<file path="config.mk">
export PLATFORM = sky130hd
export DESIGN_NAME = color_sensor_control_regs
export DESIGN_NICKNAME = d
export VERILOG_FILES = /design/src/color_sensor_pkg.sv /design/src/meas_if.sv /design/src/color_sensor_control_regs.sv /design/src/sensor_measure_engine.sv
export SDC_FILE = /design/constraint.sdc
export NUM_CORES = 1
export LEC_CHECK = 0
export BUFFER_PORTS_ARGS = -buffer_cell sky130_fd_sc_hd__clkbuf_2
export CELL_PAD_IN_SITES_DETAIL_PLACEMENT = 2
export CELL_PAD_IN_SITES_GLOBAL_PLACEMENT = 2
export CORE_ASPECT_RATIO = 0.6
export CORE_MARGIN = 5
export CORE_UTILIZATION = 31
export CTS_CLUSTER_DIAMETER = 60
export CTS_CLUSTER_SIZE = 28
export DETAILED_ROUTE_END_ITERATION = 10
export PLACE_DENSITY_LB_ADDON = 0.1
export SLEW_MARGIN = 30
export SYNTH_ARGS = -nofsm -noshare
export SYNTH_HDL_FRONTEND = slang
export SYNTH_SLANG_ARGS = --single-unit
</file>
<file path="constraint.sdc">
create_clock -name clk -period 2.31 [get_ports clk]
set_input_delay 0.693 -clock clk [delete_from_list [all_inputs] [get_ports clk]]
set_output_delay 0.693 -clock clk [all_outputs]
set_load 0.02 [all_outputs]
</file>
<file path="src/color_sensor_pkg.sv">
// Purpose: Shared constants and types for the colour sensor register bank
// Assumes: Byte address on the bus is four times the register index
// Notes:   Functional notes below
//
// Functional notes
// - Conversion bit starts conversion, self clears
// - Offset bit starts offset measure, self clears
// - Config bit 2 selects external clock
// - Sleep holds only while external clock selected
// - Config bit 0 applies offsets to conversions
// - Four-bit gain count per channel, low nibble
// - Twelve-bit integration count in two bytes
// - Ten-bit result, low byte plus two bits
// - Offset byte is sign plus magnitude
package color_sensor_pkg;
   localparam int NUM_CH  = 4;
   localparam int GAIN_W  = 4;
   localparam int INTG_W  = 12;
   localparam int RES_W   = 10;
   localparam int OFFS_W  = 8;
   localparam int CONV_CYCLES_DEF = 16;

   // Register indices
   localparam logic [7:0] IDX_CONTROL   = 8'h00;
   localparam logic [7:0] IDX_CONFIG    = 8'h01;
   localparam logic [7:0] IDX_GAIN_BASE = 8'h06;
   localparam logic [7:0] IDX_INTG_BASE = 8'h0A;
   localparam logic [7:0] IDX_DATA_BASE = 8'h40;
   localparam logic [7:0] IDX_OFFS_BASE = 8'h48;

   // Bit positions
   localparam int CTRL_CONV_BIT  = 0;
   localparam int CTRL_OFFS_BIT  = 1;
   localparam int CFG_TRIM_BIT   = 0;
   localparam int CFG_SLEEP_BIT  = 1;
   localparam int CFG_EXTERNAL_CLOCK_SELECT_BIT = 2;
   localparam int OFFS_SIGN_BIT  = 7;

   // Reset values
   localparam logic [1:0]        CTRL_RESET = 2'h0;
   localparam logic [2:0]        CFG_RESET  = 3'h0;
   localparam logic [GAIN_W-1:0] GAIN_RESET = 4'hF;
   localparam logic [INTG_W-1:0] INTG_RESET = 12'h000;

   typedef enum logic [1:0] {
      ST_IDLE = 2'b00,
      ST_CONV = 2'b01,
      ST_OFFS = 2'b10
   } meas_state_t;
endpackage

</file>
<file path="src/meas_if.sv">
`timescale 1ns/1ps
// Purpose: Carrier between register bank and measurement engine
// Assumes: Single clock domain
// Notes:   Results are held by the engine
interface meas_if;
   import color_sensor_pkg::*;
   logic                             convReq;
   logic                             offsReq;
   logic                             trimEn;
   logic [NUM_CH-1:0][RES_W-1:0]     rawData;
   logic [NUM_CH-1:0][OFFS_W-1:0]    rawOffs;
   logic                             convDone;
   logic                             offsDone;
   logic [NUM_CH-1:0][RES_W-1:0]     result;
   logic [NUM_CH-1:0][OFFS_W-1:0]    offsResult;

   modport regs (output convReq, offsReq, trimEn, rawData, rawOffs,
                 input convDone, offsDone, result, offsResult);
   modport engine (input convReq, offsReq, trimEn, rawData, rawOffs,
                   output convDone, offsDone, result, offsResult);
endinterface

</file>
<file path="src/color_sensor_control_regs.sv">
`timescale 1ns/1ps
// Purpose: Control and setting registers of a four-channel light sensor
// Assumes: Single word AHB-Lite transfers, one slave
// Notes:   Reads take one wait state, writes none
module color_sensor_control_regs #(
   parameter int CONV_CYCLES = color_sensor_pkg::CONV_CYCLES_DEF
) (
   // Clock and reset
   input  wire logic                                   clk,
   input  wire logic                                   rstn,
   input  wire logic                                   ce,
   // AHB-Lite slave
   input  wire logic                                   hsel,
   input  wire logic [31:0]                            haddr,
   input  wire logic [1:0]                             htrans,
   input  wire logic                                   hwrite,
   input  wire logic [2:0]                             hsize,
   input  wire logic [31:0]                            hwdata,
   input  wire logic                                   hready,
   output logic                                        hreadyout,
   output logic [31:0]                                 hrdata,
   output logic                                        hresp,
   // Front end
   input  wire logic [color_sensor_pkg::NUM_CH-1:0]
                     [color_sensor_pkg::RES_W-1:0]     adcRaw,
   input  wire logic [color_sensor_pkg::NUM_CH-1:0]
                     [color_sensor_pkg::OFFS_W-1:0]    offsRaw,
   output logic [color_sensor_pkg::NUM_CH-1:0]
                [color_sensor_pkg::GAIN_W-1:0]         gainCount,
   output logic [color_sensor_pkg::NUM_CH-1:0]
                [color_sensor_pkg::INTG_W-1:0]         integSlots,
   output logic                                        extClkSel,
   output logic                                        sleepEn,
   output logic                                        trimEn,
   // Status
   output logic                                        convPending,
   output logic                                        offsPending
);
   import color_sensor_pkg::*;

   localparam int CONV_LAT = CONV_CYCLES + 4;

   meas_if mif ();

   sensor_measure_engine #(
      .CONV_CYCLES (CONV_CYCLES)
   ) uEngine (
      .clk  (clk),
      .rstn (rstn),
      .ce   (ce),
      .mp   (mif.engine)
   );

   logic                           wrPend_q, wrPend_d;
   logic                           rdPend_q, rdPend_d;
   logic [7:0]                     idx_q, idx_d;
   logic                           ready_q, ready_d;
   logic [31:0]                    rdata_q, rdata_d;
   logic [1:0]                     ctrl_q, ctrl_d;
   logic [2:0]                     cfg_q, cfg_d;
   logic [NUM_CH-1:0][GAIN_W-1:0]  gain_q, gain_d;
   logic [NUM_CH-1:0][INTG_W-1:0]  intg_q, intg_d;
   logic                           addrPhase;
   logic [7:0]                     wrByte;
   logic [7:0]                     rdByte;

   assign addrPhase = hsel && htrans[1] && hready;
   assign wrByte    = hwdata[7:0];

   // Bus phase tracking and read data
   always_comb begin
      wrPend_d = addrPhase && hwrite;
      rdPend_d = addrPhase && !hwrite;
      idx_d    = addrPhase ? haddr[9:2] : idx_q;
      ready_d  = !(addrPhase && !hwrite);
      rdata_d  = rdPend_q ? {24'h000000, rdByte} : rdata_q;
   end

   // Read multiplexer, unmapped reads return zero
   always_comb begin
      rdByte = 8'h00;
      if (idx_q == IDX_CONTROL) begin
         rdByte = {6'h00, ctrl_q};
      end else if (idx_q == IDX_CONFIG) begin
         rdByte = {5'h00, cfg_q};
      end
      for (int c = 0; c < NUM_CH; c++) begin
         if (idx_q == IDX_GAIN_BASE + 8'(c)) begin
            rdByte = {4'h0, gain_q[c]};
         end
         if (idx_q == IDX_INTG_BASE + 8'(2 * c)) begin
            rdByte = intg_q[c][7:0];
         end
         if (idx_q == IDX_INTG_BASE + 8'(2 * c + 1)) begin
            rdByte = {4'h0, intg_q[c][INTG_W-1:8]};
         end
         if (idx_q == IDX_DATA_BASE + 8'(2 * c)) begin
            rdByte = mif.result[c][7:0];
         end
         if (idx_q == IDX_DATA_BASE + 8'(2 * c + 1)) begin
            rdByte = {6'h00, mif.result[c][RES_W-1:8]};
         end
         if (idx_q == IDX_OFFS_BASE + 8'(c)) begin
            rdByte = mif.offsResult[c];
         end
      end
   end

   // Register updates; hardware clear loses to a software set
   always_comb begin
      ctrl_d = ctrl_q;
      cfg_d  = cfg_q;
      gain_d = gain_q;
      intg_d = intg_q;
      if (mif.convDone) begin
         ctrl_d[CTRL_CONV_BIT] = 1'b0;
      end
      if (mif.offsDone) begin
         ctrl_d[CTRL_OFFS_BIT] = 1'b0;
      end
      if (wrPend_q) begin
         if (idx_q == IDX_CONTROL) begin
            ctrl_d = ctrl_d | wrByte[1:0];
         end
         if (idx_q == IDX_CONFIG) begin
            cfg_d = wrByte[2:0];
         end
         for (int c = 0; c < NUM_CH; c++) begin
            if (idx_q == IDX_GAIN_BASE + 8'(c)) begin
               gain_d[c] = wrByte[GAIN_W-1:0];
            end
            if (idx_q == IDX_INTG_BASE + 8'(2 * c)) begin
               intg_d[c][7:0] = wrByte;
            end
            if (idx_q == IDX_INTG_BASE + 8'(2 * c + 1)) begin
               intg_d[c][INTG_W-1:8] = wrByte[3:0];
            end
         end
      end
      if (!cfg_d[CFG_EXTERNAL_CLOCK_SELECT_BIT]) begin
         cfg_d[CFG_SLEEP_BIT] = 1'b0;
      end
   end

   always_ff @(posedge clk or negedge rstn) begin
      if (!rstn) begin
         wrPend_q <= 1'b0;
         rdPend_q <= 1'b0;
         idx_q    <= 8'h00;
         ready_q  <= 1'b1;
         rdata_q  <= 32'h00000000;
         ctrl_q   <= CTRL_RESET;
         cfg_q    <= CFG_RESET;
         gain_q   <= {NUM_CH{GAIN_RESET}};
         intg_q   <= {NUM_CH{INTG_RESET}};
      end else if (ce) begin
         wrPend_q <= wrPend_d;
         rdPend_q <= rdPend_d;
         idx_q    <= idx_d;
         ready_q  <= ready_d;
         rdata_q  <= rdata_d;
         ctrl_q   <= ctrl_d;
         cfg_q    <= cfg_d;
         gain_q   <= gain_d;
         intg_q   <= intg_d;
      end
   end

   assign mif.convReq = ctrl_q[CTRL_CONV_BIT];
   assign mif.offsReq = ctrl_q[CTRL_OFFS_BIT];
   assign mif.trimEn  = cfg_q[CFG_TRIM_BIT];
   assign mif.rawData = adcRaw;
   assign mif.rawOffs = offsRaw;

   assign hreadyout   = ready_q;
   assign hrdata      = rdata_q;
   assign hresp       = 1'b0;
   assign gainCount   = gain_q;
   assign integSlots  = intg_q;
   assign extClkSel   = cfg_q[CFG_EXTERNAL_CLOCK_SELECT_BIT];
   assign sleepEn     = cfg_q[CFG_SLEEP_BIT];
   assign trimEn      = cfg_q[CFG_TRIM_BIT];
   assign convPending = ctrl_q[CTRL_CONV_BIT];
   assign offsPending = ctrl_q[CTRL_OFFS_BIT];

   AST_CONV_CLEARS: assert property (
      @(posedge clk) disable iff (!rstn)
      $rose(convPending) |-> ##[1:CONV_LAT] !convPending)
      else $error("Conversion bit did not self clear");
   AST_OFFS_CLEARS: assert property (
      @(posedge clk) disable iff (!rstn)
      (ce && !convPending && $rose(offsPending)) |->
      ##[1:CONV_LAT] !offsPending)
      else $error("Offset bit did not self clear");
   AST_EXTERNAL_CLOCK_SELECT_WRITE: assert property (
      @(posedge clk) disable iff (!rstn)
      (ce && wrPend_q && idx_q == IDX_CONFIG) |=>
      (extClkSel == $past(hwdata[CFG_EXTERNAL_CLOCK_SELECT_BIT])))
      else $error("External clock select not written");
   AST_SLEEP_EXT_ONLY: assert property (
      @(posedge clk) disable iff (!rstn)
      sleepEn |-> extClkSel)
      else $error("Sleep set without external clock");
   AST_GAIN_WRITE: assert property (
      @(posedge clk) disable iff (!rstn)
      (ce && wrPend_q && idx_q == IDX_GAIN_BASE) |=>
      (gainCount[0] == $past(hwdata[3:0])))
      else $error("Red gain count not written");
   AST_INTG_HI_WRITE: assert property (
      @(posedge clk) disable iff (!rstn)
      (ce && wrPend_q && idx_q == IDX_INTG_BASE + 8'h01) |=>
      (integSlots[0][11:8] == $past(hwdata[3:0])))
      else $error("Integration high nibble not written");
   AST_DATA_HI_READ: assert property (
      @(posedge clk) disable iff (!rstn)
      (ce && rdPend_q && idx_q == IDX_DATA_BASE + 8'h01) |=>
      (hreadyout && hrdata[31:2] == 30'h0
       && hrdata[1:0] == $past(mif.result[0][9:8])))
      else $error("Result high byte read wrong");

   AST_CONV_SET: assert property (
      @(posedge clk) disable iff (!rstn)
      (ce && wrPend_q && idx_q == IDX_CONTROL && wrByte[CTRL_CONV_BIT])
      |=> convPending)
      else $error("Conversion bit not set by write");
   AST_OFFS_SET: assert property (
      @(posedge clk) disable iff (!rstn)
      (ce && wrPend_q && idx_q == IDX_CONTROL && wrByte[CTRL_OFFS_BIT])
      |=> offsPending)
      else $error("Offset bit not set by write");
   AST_CONV_HOLD: assert property (
      @(posedge clk) disable iff (!rstn)
      (ce && convPending && !mif.convDone) |=> convPending)
      else $error("Conversion bit cleared before done");
   AST_OFFS_HOLD: assert property (
      @(posedge clk) disable iff (!rstn)
      (ce && offsPending && !mif.offsDone) |=> offsPending)
      else $error("Offset bit cleared before done");
   AST_TRIM_WRITE: assert property (
      @(posedge clk) disable iff (!rstn)
      (ce && wrPend_q && idx_q == IDX_CONFIG) |=>
      (trimEn == $past(wrByte[CFG_TRIM_BIT])))
      else $error("Trim offset bit not written");
   AST_SLEEP_WRITE: assert property (
      @(posedge clk) disable iff (!rstn)
      (ce && wrPend_q && idx_q == IDX_CONFIG) |=>
      (sleepEn == $past(wrByte[CFG_SLEEP_BIT] && wrByte[CFG_EXTERNAL_CLOCK_SELECT_BIT])))
      else $error("Sleep bit not written or not cleared");
   AST_CFG_KEEP: assert property (
      @(posedge clk) disable iff (!rstn)
      (ce && !(wrPend_q && idx_q == IDX_CONFIG)) |=>
      $stable({extClkSel, sleepEn, trimEn}))
      else $error("Configuration changed without a write");
   AST_WRITE_NO_WAIT: assert property (
      @(posedge clk) disable iff (!rstn)
      (ce && addrPhase && hwrite) |=> hreadyout)
      else $error("Write data phase was stalled");
   AST_READ_WAIT: assert property (
      @(posedge clk) disable iff (!rstn)
      (ce && addrPhase && !hwrite) |=> !hreadyout)
      else $error("Read data phase had no wait state");
   AST_READ_DONE: assert property (
      @(posedge clk) disable iff (!rstn)
      (ce && rdPend_q) |=> hreadyout)
      else $error("Read wait state lasted too long");
   AST_BUS_OKAY: assert property (
      @(posedge clk) disable iff (!rstn)
      !hresp && hrdata[31:8] == 24'h000000)
      else $error("Bus response or read data upper bits wrong");
   AST_CE_FREEZE: assert property (
      @(posedge clk) disable iff (!rstn)
      !ce |=> ($stable(ctrl_q) && $stable(cfg_q) && $stable(gain_q)
               && $stable(intg_q) && $stable(ready_q)))
      else $error("State moved while clock enable was low");

   // Per-channel register checks
   genvar g;
   generate
      for (g = 0; g < NUM_CH; g++) begin : gChk
         AST_GAIN_CH: assert property (
            @(posedge clk) disable iff (!rstn)
            (ce && wrPend_q && idx_q == IDX_GAIN_BASE + 8'(g)) |=>
            (gainCount[g] == $past(hwdata[GAIN_W-1:0])))
            else $error("Gain count not written");
         AST_GAIN_KEEP: assert property (
            @(posedge clk) disable iff (!rstn)
            (ce && !(wrPend_q && idx_q == IDX_GAIN_BASE + 8'(g))) |=>
            $stable(gainCount[g]))
            else $error("Gain count changed without a write");
         AST_INTG_LO_CH: assert property (
            @(posedge clk) disable iff (!rstn)
            (ce && wrPend_q && idx_q == IDX_INTG_BASE + 8'(2 * g)) |=>
            (integSlots[g][7:0] == $past(hwdata[7:0])))
            else $error("Integration low byte not written");
         AST_INTG_HI_CH: assert property (
            @(posedge clk) disable iff (!rstn)
            (ce && wrPend_q && idx_q == IDX_INTG_BASE + 8'(2 * g + 1)) |=>
            (integSlots[g][INTG_W-1:8] == $past(hwdata[3:0])))
            else $error("Integration high nibble not written");
         AST_INTG_KEEP: assert property (
            @(posedge clk) disable iff (!rstn)
            (ce && !(wrPend_q && (idx_q == IDX_INTG_BASE + 8'(2 * g)
               || idx_q == IDX_INTG_BASE + 8'(2 * g + 1)))) |=>
            $stable(integSlots[g]))
            else $error("Integration count changed without a write");
         AST_DATA_LO_CH: assert property (
            @(posedge clk) disable iff (!rstn)
            (ce && rdPend_q && idx_q == IDX_DATA_BASE + 8'(2 * g)) |=>
            (hrdata == {24'h000000, $past(mif.result[g][7:0])}))
            else $error("Result low byte read wrong");
         AST_DATA_HI_CH: assert property (
            @(posedge clk) disable iff (!rstn)
            (ce && rdPend_q && idx_q == IDX_DATA_BASE + 8'(2 * g + 1)) |=>
            (hrdata == {30'h0, $past(mif.result[g][RES_W-1:8])}))
            else $error("Result high bits read wrong");
         AST_OFFS_CH: assert property (
            @(posedge clk) disable iff (!rstn)
            (ce && rdPend_q && idx_q == IDX_OFFS_BASE + 8'(g)) |=>
            (hrdata == {24'h000000, $past(mif.offsResult[g])}))
            else $error("Offset result read wrong");
      end
   endgenerate
endmodule

</file>
<file path="src/sensor_measure_engine.sv">
`timescale 1ns/1ps
// Purpose: Conversion and offset measurement sequencer
// Assumes: Front-end values are stable at the end of a measurement
// Notes:   Requests are taken only when idle and not just done
module sensor_measure_engine #(
   parameter int CONV_CYCLES = color_sensor_pkg::CONV_CYCLES_DEF
) (
   // Clock and reset
   input  wire logic clk,
   input  wire logic rstn,
   input  wire logic ce,
   // Register side
   meas_if.engine    mp
);
   import color_sensor_pkg::*;

   localparam int CW = $clog2(CONV_CYCLES + 1);
   localparam logic [CW-1:0] CNT_LOAD = CW'(CONV_CYCLES - 1);

   meas_state_t                    state_q, state_d;
   logic [CW-1:0]                  cnt_q, cnt_d;
   logic                           convDone_q, convDone_d;
   logic                           offsDone_q, offsDone_d;
   logic [NUM_CH-1:0][RES_W-1:0]   res_q, res_d;
   logic [NUM_CH-1:0][OFFS_W-1:0]  offs_q, offs_d;
   logic [NUM_CH-1:0][RES_W-1:0]   trimmed;

   // Offset correction per channel
   genvar ch;
   generate
      for (ch = 0; ch < NUM_CH; ch++) begin : gTrim
         logic [RES_W:0] mag;
         logic [RES_W:0] sum;
         assign mag = {4'h0, offs_q[ch][OFFS_SIGN_BIT-1:0]};
         assign sum = {1'b0, mp.rawData[ch]} + mag;
         always_comb begin
            if (!mp.trimEn) begin
               trimmed[ch] = mp.rawData[ch];
            end else if (offs_q[ch][OFFS_SIGN_BIT]) begin
               trimmed[ch] = sum[RES_W] ? {RES_W{1'b1}} : sum[RES_W-1:0];
            end else if ({1'b0, mp.rawData[ch]} < mag) begin
               trimmed[ch] = '0;
            end else begin
               trimmed[ch] = mp.rawData[ch] - mag[RES_W-1:0];
            end
         end
      end
   endgenerate

   always_comb begin
      state_d    = state_q;
      cnt_d      = cnt_q;
      convDone_d = 1'b0;
      offsDone_d = 1'b0;
      res_d      = res_q;
      offs_d     = offs_q;
      case (state_q)
         ST_IDLE: begin
            if (!convDone_q && !offsDone_q) begin
               if (mp.convReq) begin
                  state_d = ST_CONV;
                  cnt_d   = CNT_LOAD;
               end else if (mp.offsReq) begin
                  state_d = ST_OFFS;
                  cnt_d   = CNT_LOAD;
               end
            end
         end
         ST_CONV: begin
            if (cnt_q == '0) begin
               res_d      = trimmed;
               convDone_d = 1'b1;
               state_d    = ST_IDLE;
            end else begin
               cnt_d = cnt_q - 1'b1;
            end
         end
         ST_OFFS: begin
            if (cnt_q == '0) begin
               offs_d     = mp.rawOffs;
               offsDone_d = 1'b1;
               state_d    = ST_IDLE;
            end else begin
               cnt_d = cnt_q - 1'b1;
            end
         end
         default: begin
            state_d = ST_IDLE;
         end
      endcase
   end

   always_ff @(posedge clk or negedge rstn) begin
      if (!rstn) begin
         state_q    <= ST_IDLE;
         cnt_q      <= '0;
         convDone_q <= 1'b0;
         offsDone_q <= 1'b0;
         res_q      <= '0;
         offs_q     <= '0;
      end else if (ce) begin
         state_q    <= state_d;
         cnt_q      <= cnt_d;
         convDone_q <= convDone_d;
         offsDone_q <= offsDone_d;
         res_q      <= res_d;
         offs_q     <= offs_d;
      end
   end

   assign mp.convDone   = convDone_q;
   assign mp.offsDone   = offsDone_q;
   assign mp.result     = res_q;
   assign mp.offsResult = offs_q;

   AST_RESULT_RAW: assert property (
      @(posedge clk) disable iff (!rstn)
      (ce && state_q == ST_CONV && cnt_q == '0 && !mp.trimEn) |=>
      (res_q[0] == $past(mp.rawData[0])))
      else $error("Untrimmed result differs from raw value");
   AST_TRIM_POS: assert property (
      @(posedge clk) disable iff (!rstn)
      (ce && state_q == ST_CONV && cnt_q == '0 && mp.trimEn
       && !offs_q[0][OFFS_SIGN_BIT]) |=>
      (res_q[0] <= $past(mp.rawData[0])))
      else $error("Positive offset did not lower result");
   AST_OFFS_CAPTURE: assert property (
      @(posedge clk) disable iff (!rstn)
      (ce && state_q == ST_OFFS && cnt_q == '0) |=>
      (offsDone_q && offs_q[1] == $past(mp.rawOffs[1])))
      else $error("Offset result not captured");
endmodule

</file>
==> results of run 1 <==
-- through the flow --
| stage | area [um^2] | hold WS (ns) | setup TNS (ns) | power [W] |
|---|---|---|---|---|
| global route | 18400 | 0.129 | -15.01 | 0.0140 |
| floorplan | 12300 | 0.397 | -4.52 | 0.00619 |
| detailed placement | 15900 | 0.484 | -27.09 | 0.00876 |
| CTS | 17500 | 0.113 | -4.87 | 0.0125 |
| finish | 18400 | 0.114 | -10.25 | 0.0135 |
| global placement | 15900 | 0.477 | -22.74 | 0.00854 |
-- cells by family (layout without fill, tap and decap cells) --
| group | Yosys count | count (layout) | synth area share, % |
|---|---|---|---|
| AOI/OAI and AO/OA | 382 | 382 | 21.9 |
| xor gates and xnor gates | 17 | 17 | 1.25 |
| adders and majority gates | 69 | 69 | 7.77 |
| buffers and inverters | 177 | 675 | 6.66 |
| DFF | 169 | 169 | 35.8 |
| muxes | 113 | 113 | 10.6 |
| other | 1 | 25 | 0.0315 |
| and+or+nand+nor | 357 | 358 | 16.0 |
-- worst max-delay path: cells and delay by family (launching register included) --
kind / cells / cell delay (ns)
AOI/OAI and AO/OA: 7 / 1.54
adders and majority gates: 2 / 0.52
DFF: 1 / 0.42
buffers and inverters: 2 / 0.17
-- layout make-up --
| cell class | count | area [um^2] |
|---|---|---|
| fill | 3899 | 19400 |
| multi-input combinational | 964 | 8380 |
| sequential | 169 | 4260 |
| timing repair buffer | 564 | 4140 |
| tap | 513 | 642 |
| clock buffer | 17 | 425 |
| inverter | 79 | 342 |
| clock inverter | 15 | 219 |
-- routing by layer --
layer | track usage (%) | vias up
li1 | - | 5724
met1 | 39.0 | 6857
met2 | 45.0 | 455
met3 | 6.51 | 123
met4 | 7.75 | 2
met5 | 1.24 | -
-- how the worst max path moves through the flow --
stage                         startpoint                    end  slack [ns]  cells past startpoint
2_1_floorplan                 adcRaw[30]  uEngine.mp.result[38]       -0.40                     11
3_3_place_gp                  adcRaw[30]  uEngine.mp.result[38]       -0.72                     12
3_5_place_dp                  adcRaw[30]  uEngine.mp.result[38]       -0.83                     12
4_1_cts        uEngine.mp.offsResult[16]  uEngine.mp.result[24]       -0.24                     11
5_1_grt        uEngine.mp.offsResult[24]  uEngine.mp.result[38]       -0.41                     11
6_report       uEngine.mp.offsResult[24]  uEngine.mp.result[38]       -0.39                     11
-- where the power goes --
part / leakage (nW) / switching (W) / internal [W]
combinational: 6.02 / 0.00367 / 0.00296
clock: 0.307 / 0.00171 / 0.00151
sequential: 2.22 / 0.000371 / 0.00327
-- synthesized netlist by cell type (12+ instances only) --
cell and count:
sky130_fd_sc_hd__or3_1 12, sky130_fd_sc_hd__buf_2 12, sky130_fd_sc_hd__mux2_2 106, sky130_fd_sc_hd__a22oi_1 12, sky130_fd_sc_hd__dfrtp_1 152, sky130_fd_sc_hd__nand2_1 84
sky130_fd_sc_hd__a221oi_1 21, sky130_fd_sc_hd__nor2_1 81, sky130_fd_sc_hd__o21ai_0 87, sky130_fd_sc_hd__nand3_1 24, sky130_fd_sc_hd__a21oi_1 74, sky130_fd_sc_hd__nor2b_1 20
sky130_fd_sc_hd__nand2b_1 19, sky130_fd_sc_hd__o22ai_1 16, sky130_fd_sc_hd__and3_1 12, sky130_fd_sc_hd__dfstp_2 17, sky130_fd_sc_hd__buf_4 26, sky130_fd_sc_hd__a31oi_1 19
sky130_fd_sc_hd__o21bai_1 13, sky130_fd_sc_hd__nor3_1 34, sky130_fd_sc_hd__clkbuf_1 53, sky130_fd_sc_hd__inv_1 78, sky130_fd_sc_hd__ha_1 61
-- registers in the layout, indices dropped and copies added (netlist names), 2 cells and up --
signal                 count
idx_q                      8
uEngine.mp.offsResult     32
hrdata                     8
cfg_q                      3
uEngine.state_q            2
uEngine.cnt_q              5
ctrl_q                     2
gainCount                 16
uEngine.mp.result         40
integSlots                48
-- repair_timing --
action | in CTS | in global routing
cloned | 1 | 0
pin swaps | 72 | 66
buffers inserted | 39 | 46
endpoints found under the setup margin | 65 | 80
resized for setup | 151 | 153
==> metrics.log, run 1 <==
[metrics] count of yosys warnings during synthesis: 0
[metrics] number of instances in the synthesized netlist: 1285
[metrics] CTS buffer count: 17
[metrics] delay of the slowest cell on the worst path: 0.42 ns
[metrics] source-to-sink clock delay at the later pin of the worst-skew pair: 0.48 ns
[metrics] Slowest-stage cell, CP: sky130_fd_sc_hd__dfrtp_2
[metrics] Post-Layout Cell Count: 2321
[metrics] total inserted antenna cells: 0
[metrics] wire length on met1: 28.7 mm
[metrics] number of cells on the worst reg-to-reg path: 11
[metrics] DRC violations left: 0
[metrics] number of storage elements in the synthesis netlist: 169
[metrics] count of nets left with antenna violations after detail routing: 0
[metrics] Worst Max-Slew Pin Slew: 0.870 ns
[metrics] commonest non-fill, non-tap cell in the layout: sky130_fd_sc_hd__buf_4
[metrics] Bufs on Longest Clock Path: 2
[metrics] Initial Utilization: 31.5%
[metrics] global-route wire length before repair: 92.7 mm
[metrics] ratio of cells with drive above 1 in the final layout: 54.6%
[metrics] commonest cells after routing, fill and taps aside: 339 x sky130_fd_sc_hd__buf_4, 170 x sky130_fd_sc_hd__clkbuf_2, 145 x sky130_fd_sc_hd__dfrtp_1
[metrics] drt via density: 5.67
[metrics] core area: 37800 um^2
[metrics] clock tree from TritonCTS: yes
[metrics] detailed route wirelength on metal2: 31.1 mm
[metrics] ys async rst share: 100%
[metrics] worst-path cell chain: buf_6 > ha_4 > inv_2 > fa_2 > a211oi_4 > o21bai_1 > a21o_1 > a2111oi_4 > a21boi_2 > o41ai_2 > a31o_2
[metrics] startpoint type of the worst setup path: register
[metrics] share of Yosys cell area claimed by the top area cell type: 32.0%
[metrics] peak clock frequency supported by timing: 0.370 GHz
[metrics] area growth from synthesis to layout: 54.8%
[metrics] clock transition at the registers of the reported paths: 0.09 ns
[metrics] Worst Path Max Fanout: 3
[metrics] mean instance size in the synthesized netlist: 9.25 um^2
[metrics] GRT Util Overall: 28.3%
[metrics] Final Wtd Congestion: 0.944
[metrics] Worst Clk Skew: 0.0132 ns
[metrics] Yosys top cell by area: sky130_fd_sc_hd__dfrtp_1
[metrics] maximum number of pins on one net before global-route repair: 56
[metrics] Routed Wire Length: 66.5 mm
[metrics] violated checks: setup timing
[metrics] sequential fraction of the synthesis area: 35.8%
[metrics] Worst VDD drop: 0.512 mV
[metrics] path type of the worst setup path: register to register
[metrics] result of the run: complete, but fails checks
[metrics] post-DR wirelength/cell: 28.6 um
[metrics] vertical extent of the die: 162 um
[metrics] final max-slew violation count: 0
[metrics] vias in the first global route: 14200
[metrics] number of distinct library cell variants in the gate-level netlist after synthesis: 86
[metrics] number of flops mapped to enable cells by yosys: 0
[metrics] uppermost signal routing layer after detailed routing: met5
[metrics] Setup Slack @ Placement: -0.829 ns
[metrics] final period demand of the worst path: 2.70 ns
[metrics] top cells by area, synth: sky130_fd_sc_hd__dfrtp_1 32%, sky130_fd_sc_hd__mux2_2 10%, sky130_fd_sc_hd__ha_1 6.4%, sky130_fd_sc_hd__dfstp_2 3.8%, sky130_fd_sc_hd__o21ai_0 3.7%
[metrics] power density relative to cell area: 733 nW/um^2
[metrics] Initial DRT Pass Iterations: 6
[metrics] critical path endpoint category: register
[metrics] path type of the worst min-delay path: input pin to asynchronous set/reset pin
[metrics] Setup Viol. Count Final: 74
[metrics] post-layout util: 48.7%
[metrics] netlist area before placement: 11900 um^2
[metrics] slew margin rel.: 42.0%
[metrics] Data arrival, critical path: 3.11 ns
[metrics] number of H-tree levels: 4
[metrics] final worst setup slack: -0.395 ns
[metrics] Pleak: 8.55 nW
[metrics] DP Cell Count: 2221
[metrics] total die area: 42500 um^2
[metrics] slack of the worst reg-to-reg path: -0.39 ns
[metrics] r2r endpoint: uEngine.mp.result[38]
[metrics] drt first-iter violations: 945
[metrics] GRT Residual Overflow: 0
[metrics] count of maximum capacitance violations: 0
[metrics] Post-CTS Hold Buffers: 0
[metrics] number of input and output port buffers inserted: 172
[metrics] Final Hold Viols: 0
[metrics] Die Span X: 263 um
[metrics] final period utilization: 117%
[metrics] initial antenna violation count: 1
[metrics] met3 WL post-DR: 4.72 mm
[metrics] via total after detailed routing: 13200
[metrics] Final Net Count: 2011
[metrics] launching point of the worst reg2reg path: uEngine.mp.offsResult[24]
[metrics] CTS root buffer: sky130_fd_sc_hd__clkbuf_16
[metrics] setup repair after global routing missed its margin: yes
[metrics] Boundary Pins: 250
[metrics] Worst Path Required: 2.72 ns
[metrics] Sink Count: 169
[metrics] commonest register cell after synthesis: sky130_fd_sc_hd__dfrtp_1
[metrics] count of standard-cell rows: 55
[metrics] post-detailed-placement half-perimeter wirelength: 45.6 mm
No activity file was read; power rests on OpenSTA's default activity.
==> run 2: changes to the inputs <==
--- a/config.mk
+++ b/config.mk
@@ -15,6 +15,7 @@
 export CTS_CLUSTER_SIZE = 28
 export DETAILED_ROUTE_END_ITERATION = 10
 export PLACE_DENSITY_LB_ADDON = 0.1
+export REMOVE_ABC_BUFFERS = 1
 export SLEW_MARGIN = 30
 export SYNTH_ARGS = -nofsm -noshare
 export SYNTH_HDL_FRONTEND = slang
==> metrics.log, run 2 (same netlist as run 1, synthesis figures left out) <==
[metrics] count of maximum capacitance violations: 0
[metrics] drt via density: 5.55
[metrics] most numerous cell on the critical path: sky130_fd_sc_hd__o21ai_1
[metrics] drt first-iter violations: 869
[metrics] number of cells on the worst reg-to-reg path: 12
[metrics] post-route cell area: 18200 um^2
[metrics] Routed Wire Length: 63.0 mm
[metrics] global-route wire length before repair: 90.5 mm
[metrics] Slowest-stage cell, CP: sky130_fd_sc_hd__a2111oi_4
[metrics] total die area: 42500 um^2
[metrics] Bufs on Longest Clock Path: 2
[metrics] Post-CTS Hold Buffers: 0
[metrics] source-to-sink clock delay at the later pin of the worst-skew pair: 0.46 ns
[metrics] Data arrival, critical path: 2.97 ns
[metrics] slew margin rel.: 48.5%
[metrics] Final Hold Viols: 0
[metrics] Setup Viol. Count Final: 52
[metrics] Design Power: 0.0129 W
[metrics] Worst Path Required: 2.66 ns
[metrics] r2r endpoint: uEngine.mp.result[37]
[metrics] peak clock frequency supported by timing: 0.382 GHz
[metrics] number of H-tree levels: 4
[metrics] number of input and output port buffers inserted: 172
[metrics] GRT Util Overall: 27.8%
[metrics] Fin Setup TNS: -7.88 ns
[metrics] critical path endpoint category: register
[metrics] launching point of the worst reg2reg path: uEngine.mp.offsResult[24]
[metrics] commonest cells after routing, fill and taps aside: 334 x sky130_fd_sc_hd__buf_4, 169 x sky130_fd_sc_hd__clkbuf_2, 144 x sky130_fd_sc_hd__dfrtp_1
[metrics] Die Span X: 263 um
[metrics] clock transition at the registers of the reported paths: 0.08 ns
[metrics] Worst Clk Skew: 0.0146 ns
[metrics] vias in the first global route: 13900
[metrics] CTS root buffer: sky130_fd_sc_hd__clkbuf_16
[metrics] post-layout util: 48.1%
[metrics] Seq pwr share: 28.4%
[metrics] GRT Residual Overflow: 0
[metrics] final period demand of the worst path: 2.62 ns
[metrics] CP Launch Point: adcRaw[20]
[metrics] core area: 37800 um^2
[metrics] commonest non-fill, non-tap cell in the layout: sky130_fd_sc_hd__buf_4
[metrics] initial antenna violation count: 1
[metrics] via total after detailed routing: 12800
[metrics] ratio of cells with drive above 1 in the final layout: 53.2%
[metrics] count of nets left with antenna violations after detail routing: 0
[metrics] vertical extent of the die: 162 um
[metrics] Worst Max-Slew Pin Slew: 0.768 ns
[metrics] violated checks: setup timing
[metrics] clock tree from TritonCTS: yes
[metrics] worst path bufs/invs: 3
[metrics] Final Wtd Congestion: 0.887
[metrics] final max-slew violation count: 0
[metrics] delay of the slowest cell on the worst path: 0.45 ns
[metrics] Setup Slack @ Placement: -1.06 ns
[metrics] Worst Path Max Fanout: 5
[metrics] P_int: 0.00752 W
[metrics] fraction of power consumed by combinational cells: 49.1%
[metrics] final period utilization: 113%
[metrics] path type of the worst setup path: input pin to register
[metrics] startpoint type of the worst setup path: input pin
[metrics] path type of the worst min-delay path: input pin to asynchronous set/reset pin
[metrics] slack of the worst reg-to-reg path: -0.27 ns
[metrics] setup repair after global routing missed its margin: yes
[metrics] Final Net Count: 2001
[metrics] Switching Fraction: 41.7%
[metrics] worst-path cell chain: clkbuf_2 > inv_1 > ha_2 > inv_2 > fa_2 > a211oi_4 > o21ai_2 > a2111oi_4 > nor2_4 > a221o_1 > o21ai_1 > o21ai_1
[metrics] net switching power: 0.00538 W
[metrics] Worst VDD drop: 0.537 mV
[metrics] maximum number of pins on one net before global-route repair: 45
[metrics] Initial Utilization: 31.5%
[metrics] power density relative to cell area: 709 nW/um^2
[metrics] Pleak: 8.48 nW
[metrics] Clk pwr share: 22.6%
[metrics] post-detailed-placement half-perimeter wirelength: 46.4 mm
[metrics] result of the run: complete, but fails checks
[metrics] post-DR wirelength/cell: 27.3 um
[metrics] Boundary Pins: 250
[metrics] count of standard-cell rows: 55
[metrics] CTS buffer count: 17
[metrics] flip-flop count of the largest register after layout: 48
[metrics] area growth from synthesis to layout: 52.9%
[metrics] Worst path top cell family by delay: compound AO/OA/AOI/OAI gates
[metrics] cell area reported after detailed placement: 15600 um^2
[metrics] DRC violations left: 0
[metrics] Initial DRT Pass Iterations: 6
[metrics] final worst setup slack: -0.308 ns
[metrics] Sink Count: 169
## run 2: power by group through the flow
| stage | clock (W) | combinational (W) | sequential [W] |
|---|---|---|---|
| final | 0.00291 | 0.00633 | 0.00366 |
| after global routing | 0.00311 | 0.00671 | 0.00369 |
| after CTS | 0.00297 | 0.00567 | 0.00364 |
| after detailed placement | 0 | 0.00491 | 0.00366 |
| after global placement | 0 | 0.00471 | 0.00364 |
| after floorplan | 0 | 0.00216 | 0.00372 |
## run 2: layout make-up
type / count / area [um^2]
diodes: 1 / 2.50
clock buffers: 18 / 429
clock inverters: 14 / 125
fillers: 3950 / 19600
inverters: 79 / 299
multi-input cells: 964 / 8370
flip-flops and latches: 169 / 4260
well taps: 513 / 642
repair buffers: 554 / 4050
## run 2: how the worst max path moves through the flow
stage,cells past startpoint,end,slack [ns]
floorplan,11,uEngine.mp.result[23],-0.67
global placement,12,uEngine.mp.result[38],-0.92
CTS,10,uEngine.mp.result[22],-0.25
finish,12,uEngine.mp.result[22],-0.31
global route,12,uEngine.mp.result[22],-0.36
detailed placement,12,uEngine.mp.result[38],-1.06
## run 2: what timing repair did
| item | 4_1_cts | 5_1_grt |
|---|---|---|
| pin swaps | 103 | 101 |
| buffers inserted | 29 | 35 |
| setup endpoints to repair | 63 | 67 |
| cloned | 2 | 0 |
| resized for setup | 257 | 118 |
| endpoints found under the hold margin | 0 | 0 |
## run 2: metal layers
metal | GRT usage, % | wire (um) | vias up
met5 | 0 | 0 | -
met1 | 40.6 | 30100 | 6696
met3 | 5.80 | 3450 | 76
met2 | 42.7 | 28400 | 345
li1 | - | - | 5704
met4 | 6.33 | 1100 | 0
## run 2: per-stage QoR
step                      cells  hold WS [ns]
after floorplan            1211         0.397
after global placement     2220         0.468
after detailed placement   2220         0.484
after CTS                  2281         0.189
after global routing       2311         0.204
final                      2312         0.178
